`src/sfe_consts.svh`:
```
// Purpose: offsets, reset values, field positions and timing for sfe
// Assumes: 32-bit APB, byte addresses, one register per word
// Notes: reset values are the stored defaults restored at power return
`ifndef SFE_CONSTS_SVH
`define SFE_CONSTS_SVH
`define SFE_OFF_SEL 8'h00
`define SFE_OFF_FIXED 8'h04
`define SFE_OFF_CAP 8'h08
`define SFE_OFF_LFPOS 8'h0C
`define SFE_OFF_LFW 8'h10
`define SFE_OFF_TRAIL 8'h14
`define SFE_OFF_REPLY 8'h18
`define SFE_OFF_WHOLE 8'h1C
`define SFE_OFF_GAP 8'h20
`define SFE_OFF_DMASK 8'h24
`define SFE_OFF_DPAT_LO 8'h28
`define SFE_OFF_DPAT_HI 8'h2C
`define SFE_OFF_BAUD 8'h30
`define SFE_OFF_STATUS 8'h34
`define SFE_RST_SEL 7'h00
`define SFE_RST_FIXED 16'h0001
`define SFE_RST_CAP 16'h0001
`define SFE_RST_LFPOS 16'h0000
`define SFE_RST_LFW 3'h0
`define SFE_RST_TRAIL 8'h00
`define SFE_RST_REPLY 16'h00C8
`define SFE_RST_WHOLE 16'h00C8
`define SFE_RST_GAP 16'h000C
`define SFE_RST_DMASK 5'h00
`define SFE_RST_DPAT 40'h00_0000_0000
`define SFE_RST_BAUD 16'h0364
`define SFE_EC_REPLY 0
`define SFE_EC_WHOLE 1
`define SFE_EC_GAP 2
`define SFE_EC_CAP 3
`define SFE_EC_LFIELD 4
`define SFE_EC_DELIM 5
`define SFE_EC_FIXED 6
`define SFE_PCLK_NS 10
`define SFE_MS_NS 1000000
`endif

```
`src/sfe_pkg.sv`:
```
// Purpose: shared types for the frame end detector
// Assumes: nothing
// Notes: constants live in sfe_consts.svh
package sfe_pkg;
   typedef enum logic [1:0] {ST_IDLE, ST_REPLY, ST_FRAME} sfe_state_t;
   typedef struct packed {
      logic valid;
      logic [7:0] data;
   } sfe_rx_t;
endpackage : sfe_pkg

```
`src/sfe_tick.sv`:
```
// Purpose: divider giving a one-cycle tick every div cycles
// Assumes: div of 0 or 1 ticks every cycle
// Notes: clear restarts the phase
`timescale 1ns/10ps
`default_nettype none
module sfe_tick #(
   parameter int W = 16
) (
   input wire logic pclk,
   input wire logic presetn,
   input wire logic ce,
   input wire logic clear,
   input wire logic [W-1:0] div,
   output logic tick
);
   logic [W-1:0] cnt;
   wire last = (div <= W'(1)) || (cnt >= div - W'(1));
   always_ff @(posedge pclk or negedge presetn) begin
      if (!presetn) begin
         cnt <= '0;
         tick <= 1'b0;
      end else if (ce) begin
         cnt <= (clear || last) ? '0 : cnt + W'(1);
         tick <= !clear && last;
      end
   end
endmodule : sfe_tick
`default_nettype wire

```
`src/sfe_delim.sv`:
```
// Purpose: five-character history compared with a masked pattern
// Assumes: position 5 holds the newest character
// Notes: a masked-off position matches anything
`timescale 1ns/10ps
`default_nettype none
module sfe_delim (
   input wire logic pclk,
   input wire logic presetn,
   input wire logic ce,
   input wire logic clear,
   input wire logic push,
   input wire logic [7:0] data,
   input wire logic [4:0] mask,
   input wire logic [39:0] pat,
   output logic match
);
   logic [39:0] hist;
   logic [4:0] pos_ok;
   always_ff @(posedge pclk or negedge presetn) begin
      if (!presetn) begin
         hist <= '0;
      end else if (ce) begin
         if (clear || push) begin
            hist <= {push ? data : 8'h00, clear ? 32'h0000_0000 : hist[39:8]};
         end
      end
   end
   for (genvar i = 0; i < 5; i++) begin : g_pos
      assign pos_ok[i] = !mask[i] || (hist[8*i +: 8] == pat[8*i +: 8]);
   end
   assign match = (|mask) && (&pos_ok);
endmodule : sfe_delim
`default_nettype wire

```
`src/sfe_frame_end.sv`:
```
// Purpose: receive-side frame end detector with APB configuration
// Assumes: rx characters and frame_start come from logic on pclk
// Notes: closes at most one frame per cycle
// What this block does
// - Frame ends as soon as any enabled end condition is true.
// - Select bits 01H reply timeout, 02H frame timeout, 04H gap.
// - Select bits 08H cap, 10H length field, 20H delimiter, 40H fixed.
// - Fixed framing ends after the configured byte count, default 1.
// - Cap framing ends when byte count reaches the maximum.
// - Length field sits at configurable byte position N.
// - Length field is 1, 2 or 4 bytes wide.
// - M trailing characters follow, excluded from the length value.
// - After transmit, wait reply_wait_ms for a first char, else error.
// - Whole-frame timer starts at first character, ends frame on expiry.
// - Frame ends when idle gap exceeds the bit-time limit.
// - Delimiter mask bit 0 is char 1 up to bit 4 char 5.
// - Five-character pattern compared with the newest characters.
// - Reset restores stored defaults; writes override them later.
// - End conditions other than the reply timeout are only evaluated once the frame has started.
`include "sfe_consts.svh"
`timescale 1ns/10ps
`default_nettype none
module sfe_frame_end #(
   parameter int MS_CYCLES = `SFE_MS_NS / `SFE_PCLK_NS
) (
   input wire logic pclk,
   input wire logic presetn,
   input wire logic ce,
   input wire logic psel,
   input wire logic penable,
   input wire logic pwrite,
   input wire logic [7:0] paddr,
   input wire logic [31:0] pwdata,
   output logic [31:0] prdata,
   output logic pready,
   output logic pslverr,
   input wire sfe_pkg::sfe_rx_t rx,
   input wire logic frame_start,
   input wire logic tx_done,
   output logic frame_end,
   output logic [6:0] end_cause,
   output logic reply_err,
   output logic in_frame
);
   import sfe_pkg::*;

   logic [6:0] end_condition_select;
   logic [15:0] fixed_frame_bytes;
   logic [15:0] frame_length_cap;
   logic [15:0] lfield_pos;
   logic [2:0] length_field_width;
   logic [7:0] trailing_uncounted_chars;
   logic [15:0] reply_wait_ms;
   logic [15:0] whole_frame_wait_ms;
   logic [15:0] inter_char_gap_limit;
   logic [4:0] delimiter_enable_mask;
   logic [39:0] delimiter_pattern;
   logic [15:0] baud_div;

   sfe_state_t st;
   sfe_state_t next_st;
   logic [15:0] cnt;
   logic [15:0] ms_cnt;
   logic [15:0] gap_cnt;
   logic [31:0] lf_val;
   logic [31:0] lf_target;
   logic lf_done;
   logic [31:0] rd_data;
   logic rd_hit;

   // apb decode
   wire setup = psel && !penable;
   wire wr = psel && penable && pready && pwrite;

   // frame control
   wire in_fr = (st == ST_FRAME);
   wire opening = frame_start && !in_fr;
   wire got_first = (cnt != 16'h0000);
   wire [31:0] npos = opening ? 32'h0000_0001 : 32'(cnt) + 32'h0000_0001;
   wire [31:0] lf_w = (length_field_width == 3'h4) ? 32'h0000_0004 :
                      (length_field_width == 3'h2) ? 32'h0000_0002 :
                      32'h0000_0001;
   wire [31:0] lf_last = 32'(lfield_pos) + lf_w - 32'h0000_0001;
   wire [31:0] lf_base = opening ? 32'h0000_0000 : lf_val;
   wire [31:0] lf_shift = {lf_base[23:0], rx.data};
   wire ms_tick;
   wire bit_tick;
   wire dmatch;
   wire [6:0] hits;
   wire [6:0] fired = hits & end_condition_select;
   wire close = |fired;
   wire acc = rx.valid && !close && (in_fr || frame_start);
   wire first_char = acc && (opening || !got_first);
   assign hits[`SFE_EC_REPLY] = (st == ST_REPLY) &&
      (ms_cnt >= reply_wait_ms);
   assign hits[`SFE_EC_WHOLE] = in_fr && got_first &&
      (ms_cnt >= whole_frame_wait_ms);
   assign hits[`SFE_EC_GAP] = in_fr && got_first &&
      (gap_cnt > inter_char_gap_limit);
   assign hits[`SFE_EC_CAP] = in_fr && (cnt >= frame_length_cap);
   assign hits[`SFE_EC_LFIELD] = in_fr && lf_done &&
      (32'(cnt) >= lf_target);
   assign hits[`SFE_EC_DELIM] = in_fr && got_first && dmatch;
   assign hits[`SFE_EC_FIXED] = in_fr && (cnt >= fixed_frame_bytes);
   always_comb begin
      next_st = st;
      unique case (st)
         ST_IDLE: begin
            if (frame_start) begin
               next_st = ST_FRAME;
            end else if (tx_done && end_condition_select[`SFE_EC_REPLY]) begin
               next_st = ST_REPLY;
            end
         end
         ST_REPLY: begin
            if (close) begin
               next_st = ST_IDLE;
            end else if (frame_start) begin
               next_st = ST_FRAME;
            end
         end
         ST_FRAME: begin
            if (close) begin
               next_st = ST_IDLE;
            end
         end
      endcase
   end

   // ticks for gap and timeout counters
   sfe_tick #(.W(16)) u_bit_tick (
      .pclk(pclk),
      .presetn(presetn),
      .ce(ce),
      .clear(acc),
      .div(baud_div),
      .tick(bit_tick)
   );
   sfe_tick #(.W(32)) u_ms_tick (
      .pclk(pclk),
      .presetn(presetn),
      .ce(ce),
      .clear(tx_done || first_char),
      .div(32'(MS_CYCLES)),
      .tick(ms_tick)
   );
   sfe_delim u_delim (
      .pclk(pclk),
      .presetn(presetn),
      .ce(ce),
      .clear(opening),
      .push(acc),
      .data(rx.data),
      .mask(delimiter_enable_mask),
      .pat(delimiter_pattern),
      .match(dmatch)
   );
   // register writes, reset values are the stored defaults
   always_ff @(posedge pclk or negedge presetn) begin
      if (!presetn) begin
         end_condition_select <= `SFE_RST_SEL;
         fixed_frame_bytes <= `SFE_RST_FIXED;
         frame_length_cap <= `SFE_RST_CAP;
         lfield_pos <= `SFE_RST_LFPOS;
         length_field_width <= `SFE_RST_LFW;
         trailing_uncounted_chars <= `SFE_RST_TRAIL;
         reply_wait_ms <= `SFE_RST_REPLY;
         whole_frame_wait_ms <= `SFE_RST_WHOLE;
         inter_char_gap_limit <= `SFE_RST_GAP;
         delimiter_enable_mask <= `SFE_RST_DMASK;
         delimiter_pattern <= `SFE_RST_DPAT;
         baud_div <= `SFE_RST_BAUD;
      end else if (ce && wr) begin
         case (paddr)
            `SFE_OFF_SEL: end_condition_select <= pwdata[6:0];
            `SFE_OFF_FIXED: fixed_frame_bytes <= pwdata[15:0];
            `SFE_OFF_CAP: frame_length_cap <= pwdata[15:0];
            `SFE_OFF_LFPOS: lfield_pos <= pwdata[15:0];
            `SFE_OFF_LFW: length_field_width <= pwdata[2:0];
            `SFE_OFF_TRAIL: trailing_uncounted_chars <= pwdata[7:0];
            `SFE_OFF_REPLY: reply_wait_ms <= pwdata[15:0];
            `SFE_OFF_WHOLE: whole_frame_wait_ms <= pwdata[15:0];
            `SFE_OFF_GAP: inter_char_gap_limit <= pwdata[15:0];
            `SFE_OFF_DMASK: delimiter_enable_mask <= pwdata[4:0];
            `SFE_OFF_DPAT_LO: delimiter_pattern[31:0] <= pwdata;
            `SFE_OFF_DPAT_HI: delimiter_pattern[39:32] <= pwdata[7:0];
            `SFE_OFF_BAUD: baud_div <= pwdata[15:0];
            default: ;
         endcase
      end
   end
   // read selection
   always_comb begin
      rd_hit = 1'b1;
      unique case (paddr)
         `SFE_OFF_SEL: rd_data = {25'h0, end_condition_select};
         `SFE_OFF_FIXED: rd_data = {16'h0, fixed_frame_bytes};
         `SFE_OFF_CAP: rd_data = {16'h0, frame_length_cap};
         `SFE_OFF_LFPOS: rd_data = {16'h0, lfield_pos};
         `SFE_OFF_LFW: rd_data = {29'h0, length_field_width};
         `SFE_OFF_TRAIL: rd_data = {24'h0, trailing_uncounted_chars};
         `SFE_OFF_REPLY: rd_data = {16'h0, reply_wait_ms};
         `SFE_OFF_WHOLE: rd_data = {16'h0, whole_frame_wait_ms};
         `SFE_OFF_GAP: rd_data = {16'h0, inter_char_gap_limit};
         `SFE_OFF_DMASK: rd_data = {27'h0, delimiter_enable_mask};
         `SFE_OFF_DPAT_LO: rd_data = delimiter_pattern[31:0];
         `SFE_OFF_DPAT_HI: rd_data = {24'h0, delimiter_pattern[39:32]};
         `SFE_OFF_BAUD: rd_data = {16'h0, baud_div};
         `SFE_OFF_STATUS: rd_data = {cnt, 1'b0, end_cause, 6'h0,
                                     (st == ST_REPLY), in_fr};
         default: begin
            rd_data = 32'h0000_0000;
            rd_hit = 1'b0;
         end
      endcase
   end
   // apb answer: one wait-free access phase after each setup
   always_ff @(posedge pclk or negedge presetn) begin
      if (!presetn) begin
         pready <= 1'b0;
         pslverr <= 1'b0;
         prdata <= 32'h0000_0000;
      end else if (ce) begin
         pready <= setup;
         pslverr <= setup && !rd_hit;
         if (setup) begin
            prdata <= pwrite ? 32'h0000_0000 : rd_data;
         end
      end
   end
   // frame state and counters
   always_ff @(posedge pclk or negedge presetn) begin
      if (!presetn) begin
         st <= ST_IDLE;
         cnt <= 16'h0000;
         ms_cnt <= 16'h0000;
         gap_cnt <= 16'h0000;
      end else if (ce) begin
         st <= next_st;
         if (opening) begin
            cnt <= acc ? 16'h0001 : 16'h0000;
         end else if (acc && cnt != 16'hFFFF) begin
            cnt <= cnt + 16'h0001;
         end
         if (tx_done || first_char) begin
            ms_cnt <= 16'h0000;
         end else if (ms_tick && ms_cnt != 16'hFFFF) begin
            ms_cnt <= ms_cnt + 16'h0001;
         end
         if (acc) begin
            gap_cnt <= 16'h0000;
         end else if (bit_tick && gap_cnt != 16'hFFFF) begin
            gap_cnt <= gap_cnt + 16'h0001;
         end
      end
   end
   // length field capture, big-endian
   always_ff @(posedge pclk or negedge presetn) begin
      if (!presetn) begin
         lf_val <= 32'h0000_0000;
         lf_target <= 32'h0000_0000;
         lf_done <= 1'b0;
      end else if (ce) begin
         if (opening) begin
            lf_val <= 32'h0000_0000;
            lf_done <= 1'b0;
         end
         if (acc && npos >= 32'(lfield_pos) && npos <= lf_last &&
             (opening || !lf_done)) begin
            lf_val <= lf_shift;
            if (npos == lf_last) begin
               lf_done <= 1'b1;
               lf_target <= npos + lf_shift +
                  32'(trailing_uncounted_chars);
            end
         end
      end
   end
   // outputs
   always_ff @(posedge pclk or negedge presetn) begin
      if (!presetn) begin
         frame_end <= 1'b0;
         end_cause <= 7'h00;
         reply_err <= 1'b0;
         in_frame <= 1'b0;
      end else if (ce) begin
         frame_end <= close;
         if (close) begin
            end_cause <= fired;
         end
         reply_err <= fired[`SFE_EC_REPLY];
         in_frame <= (next_st == ST_FRAME);
      end
   end
endmodule : sfe_frame_end
`default_nettype wire

```
`config.mk`:
```
export PLATFORM = sky130hd
export DESIGN_NAME = sfe_frame_end
export DESIGN_NICKNAME = d
export VERILOG_FILES = /design/src/sfe_pkg.sv /design/src/sfe_tick.sv /design/src/sfe_delim.sv /design/src/sfe_frame_end.sv
export VERILOG_INCLUDE_DIRS = /design/src /design/src/src
export SDC_FILE = /design/constraint.sdc
export NUM_CORES = 1
export LEC_CHECK = 0
export BUFFER_PORTS_ARGS = -buffer_cell sky130_fd_sc_hd__buf_2
export CORE_ASPECT_RATIO = 1.75
export CORE_MARGIN = 3
export CORE_UTILIZATION = 40
export CTS_CLUSTER_DIAMETER = 150
export DETAILED_ROUTE_END_ITERATION = 12
export GPL_ROUTABILITY_DRIVEN = 0
export SYNTH_ARGS = -nofsm -noshare
export SYNTH_HDL_FRONTEND = slang
export SYNTH_SLANG_ARGS = --single-unit
export TNS_END_PERCENT = 30
```
`constraint.sdc`:
```
create_clock -name pclk -period 6.7 [get_ports pclk]
set_clock_uncertainty 0.2 [all_clocks]
set_input_delay 1.34 -clock pclk [delete_from_list [all_inputs] [get_ports pclk]]
set_output_delay 1.34 -clock pclk [all_outputs]
set_load 0.02 [all_outputs]
```
==> run_results.csv, run 1 <==
group,metric,value,unit
setup_path,endpoint_kind,"register",
setup_path,worstSetupEndpoint,"lf_target[5]",
placement,numPortBuffers,100,
route,wl_per_cell,24.88,microns
timing,grt_setup_unrepaired,"false",
timing,tns,0,ns
setup_path,setup.worst_path.start,"length_field_width[0]",
timing,whs,0.2759,ns
timing,drv_slew,0,
route,drtIter0Drc,1314,
route,route.detailed.drc,0,
clocking,clockBufferDepth,3,
finish,final_core_util,45.14,%
route,drtAntennaViolNets,0,
setup_path,cp_data_required_time,6.97,ns
grt,grt_pass1_vias,20520,
setup_path,worstSetupPathType,"register to register",
yosys,ys_seq_elements,416,
route,vias_per_cell,5.871,
clocking,cts_root_buf,"clkbuf_16",
grt,grt_max_degree,158,
floorplan,die-area,0.06587,sq mm
floorplan,core_area,0.06171,sq mm
clocking,hold_buffers,0,
clocking,clock-sinks,416,
pwr,p_per_area,274.4,mW/mm^2
timing,max-slew-margin-rel,3.763,%
yosys,yosys_warnings,0,
floorplan,ios,101,
grt,antenna_found_initial,2,
placement,dp_cells,3289,
timing,tightest_slew,1.438,ns
clocking,cts_buffers,43,
clocking,path_clk_slew,0.07,ns
route,vias,19780,
yosys,syn_area_per_cell,10.19,sq um
placement,place_hpwl,63.39,mm
clocking,cts_max_level,2,
floorplan,rows,120,
setup_path,worstReg2RegEnd,"lf_target[5]",
setup_path,r2r_cells,22,
finish,layout_commonest_cell,"dfrtp_1",
clocking,cts_resized,0,
yosys,synth_cell_types,88,
clocking,cts_tree,"built",
floorplan,die_h,337.3,microns
finish,nets,2809,
timing,fin_crit,6.097,ns
status,status,"completed",
timing,setup_viol,0,
grt,grt_usage,25.20,%
floorplan,fp.dieW,195.3,microns
setup_path,cp.arrival,6.37,ns
route,finalWirelength,83.83,mm
yosys,ys_seq_area_share,41.57,%
setup_path,rrSetupSlack,0.60,ns
finish,drive_gt1_share,18.80,%
timing,hold_violations,0,
finish,layout_common_cells,"dfrtp_1, nand2_1, ha_1",
run,max_cap_viol_count,0,
setup_path,startpoint_type,"register",
yosys,synth_cells,2461,
yosys,synth-edff-count,0,
clocking,clk_latency,0.61,ns
yosys,synth_ff_type,"dfrtp_1",
yosys,syn_nets,2729,
grt,grt-ovfl-total,0,
setup_path,r2r_start,"length_field_width[0]",
finish,area_growth,11.03,%
timing,clock.fmax,164.0,MHz
finish,final_cells,3370,
finish,fillers,5831,
min_path,hp-class,"register to register",
yosys,synthArstFlopShare,100.0,%
clocking,postCtsSetupBuffers,0,
pwr,power,7.642,mW
pwr,leakage,13.48,nW
pwr,ir_drop,0.2911,mV
timing,fin_crit_sh,91.00,%
yosys,syn_area,0.02509,sq mm
grt,grt_pass1_wl,126.2,mm
setup_path,cp_max_fo,33,
floorplan,initial_core_util,40.65,%
route,first_pass_iters,7,
-- logic make-up after synthesis --
group	share of synthesized area, %
compound gates	12.93
mux	11.59
flops	41.57
simple gates	13.38
xor+xnor	5.272
buf+inv	4.439
fa+ha+maj	10.82
-- power breakdown --
group / leakage [nW] / total (mW) / internal (mW) / switching [mW]
Combinational: 7.10 / 2.04 / 0.837 / 1.20
Sequential: 5.66 / 3.07 / 2.73 / 0.341
Clock: 0.713 / 2.53 / 1.44 / 1.08
Total: 13.5 / 7.64 / 5.01 / 2.63
-- synthesized netlist by cell type, types with 42 or more instances --
cell type | n | area [sq um]
a21oi_1 | 75 | 375.4
o21ai_0 | 110 | 550.5
a22oi_1 | 58 | 435.4
nand2_1 | 248 | 930.9
inv_1 | 181 | 679.4
nand3_1 | 63 | 315.3
nor2_1 | 121 | 454.2
mux2_2 | 198 | 2230
xor2_1 | 69 | 604.3
a21o_1 | 42 | 315.3
nand4_1 | 55 | 344.1
xnor2_1 | 82 | 718.2
dfrtp_1 | 401 | 10030
ha_1 | 201 | 2515
clkbuf_1 | 57 | 214.0
-- worst min path at each step --
stage / startpoint / to / slack [ns] / cells after the start
CTS: prdata[7] / prdata[7] / 0.28 / 1
finish: prdata[7] / prdata[7] / 0.28 / 1
global route: prdata[7] / prdata[7] / 0.30 / 1
global placement: prdata[7] / prdata[7] / 0.26 / 1
floorplan: u_bit_tick.tick / u_bit_tick.tick / 0.26 / 1
detailed placement: prdata[7] / prdata[7] / 0.26 / 1
-- stage by stage --
| step | worst slack, ns | area [sq um] |
|---|---|---|
| 5_1_grt | 0.3030 | 27850 |
| 3_3_place_gp | 0.8169 | 26390 |
| 4_1_cts | 0.6658 | 27850 |
| 3_5_place_dp | 0.6730 | 26390 |
| 2_1_floorplan | 1.628 | 25090 |
| 6_report | 0.6027 | 27850 |
-- routing by layer --
layer  GRT usage (%)  part of all wire, %
met4           21.00                   10
met1           27.03                   36
met5               0                    0
met2           43.49                   48
met3           4.018                  5.4
-- state kept, by name, indices dropped and copies added (netlist names), 24 cells and up --
signal / count
delimiter_pattern: 40
lf_target: 32
lf_val: 24
prdata: 32
u_delim.hist: 40
u_ms_tick.cnt: 32
-- area by class of cell --
| type | count | area, sq um | share of cell area, % |
|---|---|---|---|
| multi-input cells | 1771 | 13550 | 48.65 |
| flip-flops and latches | 416 | 10430 | 37.44 |
| clock buffers | 59 | 1226 | 4.402 |
| well taps | 793 | 992.2 | 3.562 |
| repair buffers | 127 | 738.2 | 2.650 |
| inverters | 182 | 683.2 | 2.453 |
| clock inverters | 19 | 225.2 | 0.8086 |
| diodes | 3 | 7.507 | 0.02695 |
-- worst max-delay path: stages, from the launching register on --
cell and delay (ns):
dfrtp_1 0.41, or3b_2 0.50, ha_1 0.29, inv_1 0.04, ha_1 0.19, inv_1 0.07
fa_1 0.20, nor2b_1 0.07, o31a_1 0.29, o32ai_2 0.39, o21ai_1 0.15, o31ai_1 0.37
nand2b_1 0.11, a21oi_1 0.19, xnor2_1 0.10, ha_1 0.30, nand4_1 0.13, or2_2 0.33
nor3_1 0.20, nand4_1 0.16, nor2b_1 0.23, nand3_4 0.52, mux2_4 0.50
(Power assumes the default switching activity.)
==> inputs of run 2 (changes only) <==
SLEW_MARGIN = 40   (was not set)
SYNTH_HIERARCHICAL = 1   (was not set)
clock period = 6 ns   (was 6.7 ns; I/O delays follow)
==> run 2 against run 1 <==
Hold slack lost 0.0012 ns. Non-clock buffer count grew 17. Critical path depth shrank 4. Sequential power grew 4%. Largest power group unchanged. Register-to-register slack gained 0.02 ns. Clock power grew 9.1%. Synthesized cell count grew 6.6%. Die area grew 4.4%.
==> run_results.csv, run 2 <==
group,metric,value,unit
status,status,"completed",
finish,fillers,6121,
setup_path,cp.arrival,5.64,ns
finish,multi_input_area,0.01512,sq mm
setup_path,path_delay_family,"compound AO/OA/AOI/OAI gates",
grt,grt-ovfl-total,0,
clocking,cts_tree,"built",
run,max_cap_viol_count,0,
timing,drv_slew,0,
setup_path,endpoint_kind,"register",
timing,tightest_slew,0.8922,ns
setup_path,cpMaxStageDelayCell,"a21oi_1",
setup_path,r2r_start,"st[0]",
route,drtIter0Drc,1641,
clocking,cts_buffers,42,
finish,n_antenna_cell,0,
setup_path,crit_top_cell,"o21ai_0",
route,route.detailed.drc,0,
clocking,clock-sinks,416,
route,vias_per_cell,5.774,
yosys,synth_top_area_share,38.28,%
yosys,ys_seq_area_share,39.79,%
clocking,clk_latency,0.59,ns
grt,antenna_found_initial,2,
yosys,netlist_top_cells_area,"dfrtp_1, ha_1, mux2_2",
timing,hold_violations,0,
yosys,synth_cell_types,93,
floorplan,core_area,0.06464,sq mm
timing,grt_setup_unrepaired,"false",
route,first_pass_iters,6,
grt,grt_pass1_vias,21820,
min_path,hp-class,"register to register",
setup_path,worstSetupPathType,"register to register",
timing,max-slew-margin-rel,40.30,%
yosys,ys_seq_elements,416,
setup_path,worstSetupEndpoint,"lf_target[26]",
clocking,cts_max_level,2,
floorplan,ios,101,
route,wl_per_cell,23.07,microns
yosys,synthArstFlopShare,100.0,%
yosys,synth-edff-count,0,
route,finalWirelength,84.69,mm
timing,fin_crit_sh,89.55,%
setup_path,cp_data_required_time,6.27,ns
yosys,syn_area,0.02621,sq mm
finish,regArea,0.01043,sq mm
setup_path,setup.worst_path.start,"st[0]",
setup_path,crit_buf_inv,4,
floorplan,initial_core_util,40.55,%
clocking,clockBufferDepth,3,
yosys,syn_area_per_cell,9.993,sq um
route,vias,21200,
finish,drive_gt1_share,16.47,%
finish,layout_common_cells,"dfrtp_1, ha_1, nand2_1",
grt,grt_pass1_wl,129.0,mm
clocking,cts_resized,0,
floorplan,die-area,0.06876,sq mm
finish,nets,3127,
clocking,postCtsSetupBuffers,0,
route,drtAntennaViolNets,0,
clocking,path_clk_slew,0.07,ns
finish,area_growth,12.78,%
setup_path,crit_cells,18,
timing,clock.fmax,186.1,MHz
setup_path,crit_path_cell_trace,"inv_1 > ha_1 > buf_4 > inv_1 > nand2_1 > clkinv_1 > nor2_1 > fa_1 > ha_1 > o21ai_0 > o21ai_0 > a21oi_1 > o21ai_0 > a41oi_1 > a21oi_1 > nand3_1 > xor2_1 > mux2_4",
pwr,p_per_area,244.9,mW/mm^2
grt,grt_max_degree,124,
timing,tns,0,ns
timing,fin_crit,5.373,ns
floorplan,fp.dieW,199.5,microns
yosys,yosys.area.top_type,"dfrtp_1",
timing,setup_viol,0,
setup_path,worstReg2RegEnd,"lf_target[26]",
yosys,synthTopCellsByCount,"dfrtp_1, ha_1, nand2_1, mux2_2, inv_1",
yosys,synth_cells,2623,
clocking,cts_root_buf,"clkbuf_16",
timing,whs,0.2748,ns
yosys,synth_ff_type,"dfrtp_1",
clocking,hold_buffers,0,
setup_path,startpoint_type,"register",
setup_path,cp_max_fo,15,
pwr,power,7.241,mW
yosys,yosys_warnings,6,
placement,numPortBuffers,100,
floorplan,rows,123,
setup_path,r2r_cells,18,
grt,grt_usage,24.57,%
yosys,yosysMostFrequentCell,"dfrtp_1",
finish,layout_commonest_cell,"dfrtp_1",
setup_path,rrSetupSlack,0.63,ns
setup_path,max_stage_delay,0.61,ns
pwr,ir_drop,0.1966,mV
floorplan,die_h,344.6,microns
placement,place_hpwl,65.32,mm
finish,largest_registers,"delimiter_pattern x40, u_delim/hist x40",
pwr,leakage,14.16,nW
==> run 2: layer usage <==
metal  vias up  global-route usage [%]  routed length (microns)
met5         -                       0                       31
met4         4                   17.64                     7460
met3       301                   3.197                     3757
met2       685                   45.35                    44200
met1     10480                   25.19                    29240
li1       9728                       -                        -
==> run 2: worst min path at each step <==
stage / start / cells after the start / endpoint
global placement: prdata[6] / 1 / prdata[6]
detailed placement: prdata[6] / 1 / prdata[6]
global route: prdata[6] / 1 / prdata[6]
finish: prdata[16] / 2 / prdata[16]
CTS: prdata[9] / 2 / prdata[9]
floorplan: lf_done / 1 / lf_done
==> run 2: where the power goes <==
group / switching (mW) / internal, mW
clock network: 1.23 / 1.53
logic: 0.774 / 0.509
registers: 0.185 / 3.01
total: 2.19 / 5.05
==> run 2: cells by family (layout without fill, tap and decap cells) <==
kind of cell / count (synthesis) / count (layout) / synth area share [%]
and+or+nand+nor: 771 / 771 / 14.84
AOI/OAI and AO/OA: 499 / 499 / 12.87
DFF: 416 / 416 / 39.79
buffers and inverters: 263 / 403 / 4.024
adders and majority gates: 245 / 245 / 11.98
muxes: 236 / 236 / 10.09
xor gates and xnor gates: 191 / 191 / 6.382
other: 2 / 98 / 0.02865
==> run 2: cell type report <==
class,instances,share of cell area (%)
Clock inverter,17,0.6052
Inverter,181,2.298
Tap cell,812,3.437
Multi-Input combinational cell,2040,51.13
Sequential cell,416,35.28
Timing Repair Buffer,144,3.081
Clock buffer,61,4.173
==> run 2: worst min-delay path, delay by kind of cell (launching register included) <==
family / cells / cell delay (ns)
and+or+nand+nor: 1 / 0.05
AOI/OAI and AO/OA: 1 / 0.06
DFF: 1 / 0.34
==> run 2: metrics by stage <==
stage | area (sq um) | instances | setup slack (ns) | utilization [%]
2_1_floorplan | 26570 | 2719 | 0.9524 | -
3_3_place_gp | 28110 | 3592 | 0.4543 | 43.49
3_5_place_dp | 28150 | 3593 | 0.2498 | 43.55
4_1_cts | 29560 | 3671 | 0.6819 | 45.73
5_1_grt | 29560 | 3671 | 0.3587 | 45.74
6_report | 29560 | 3671 | 0.6271 | 45.74
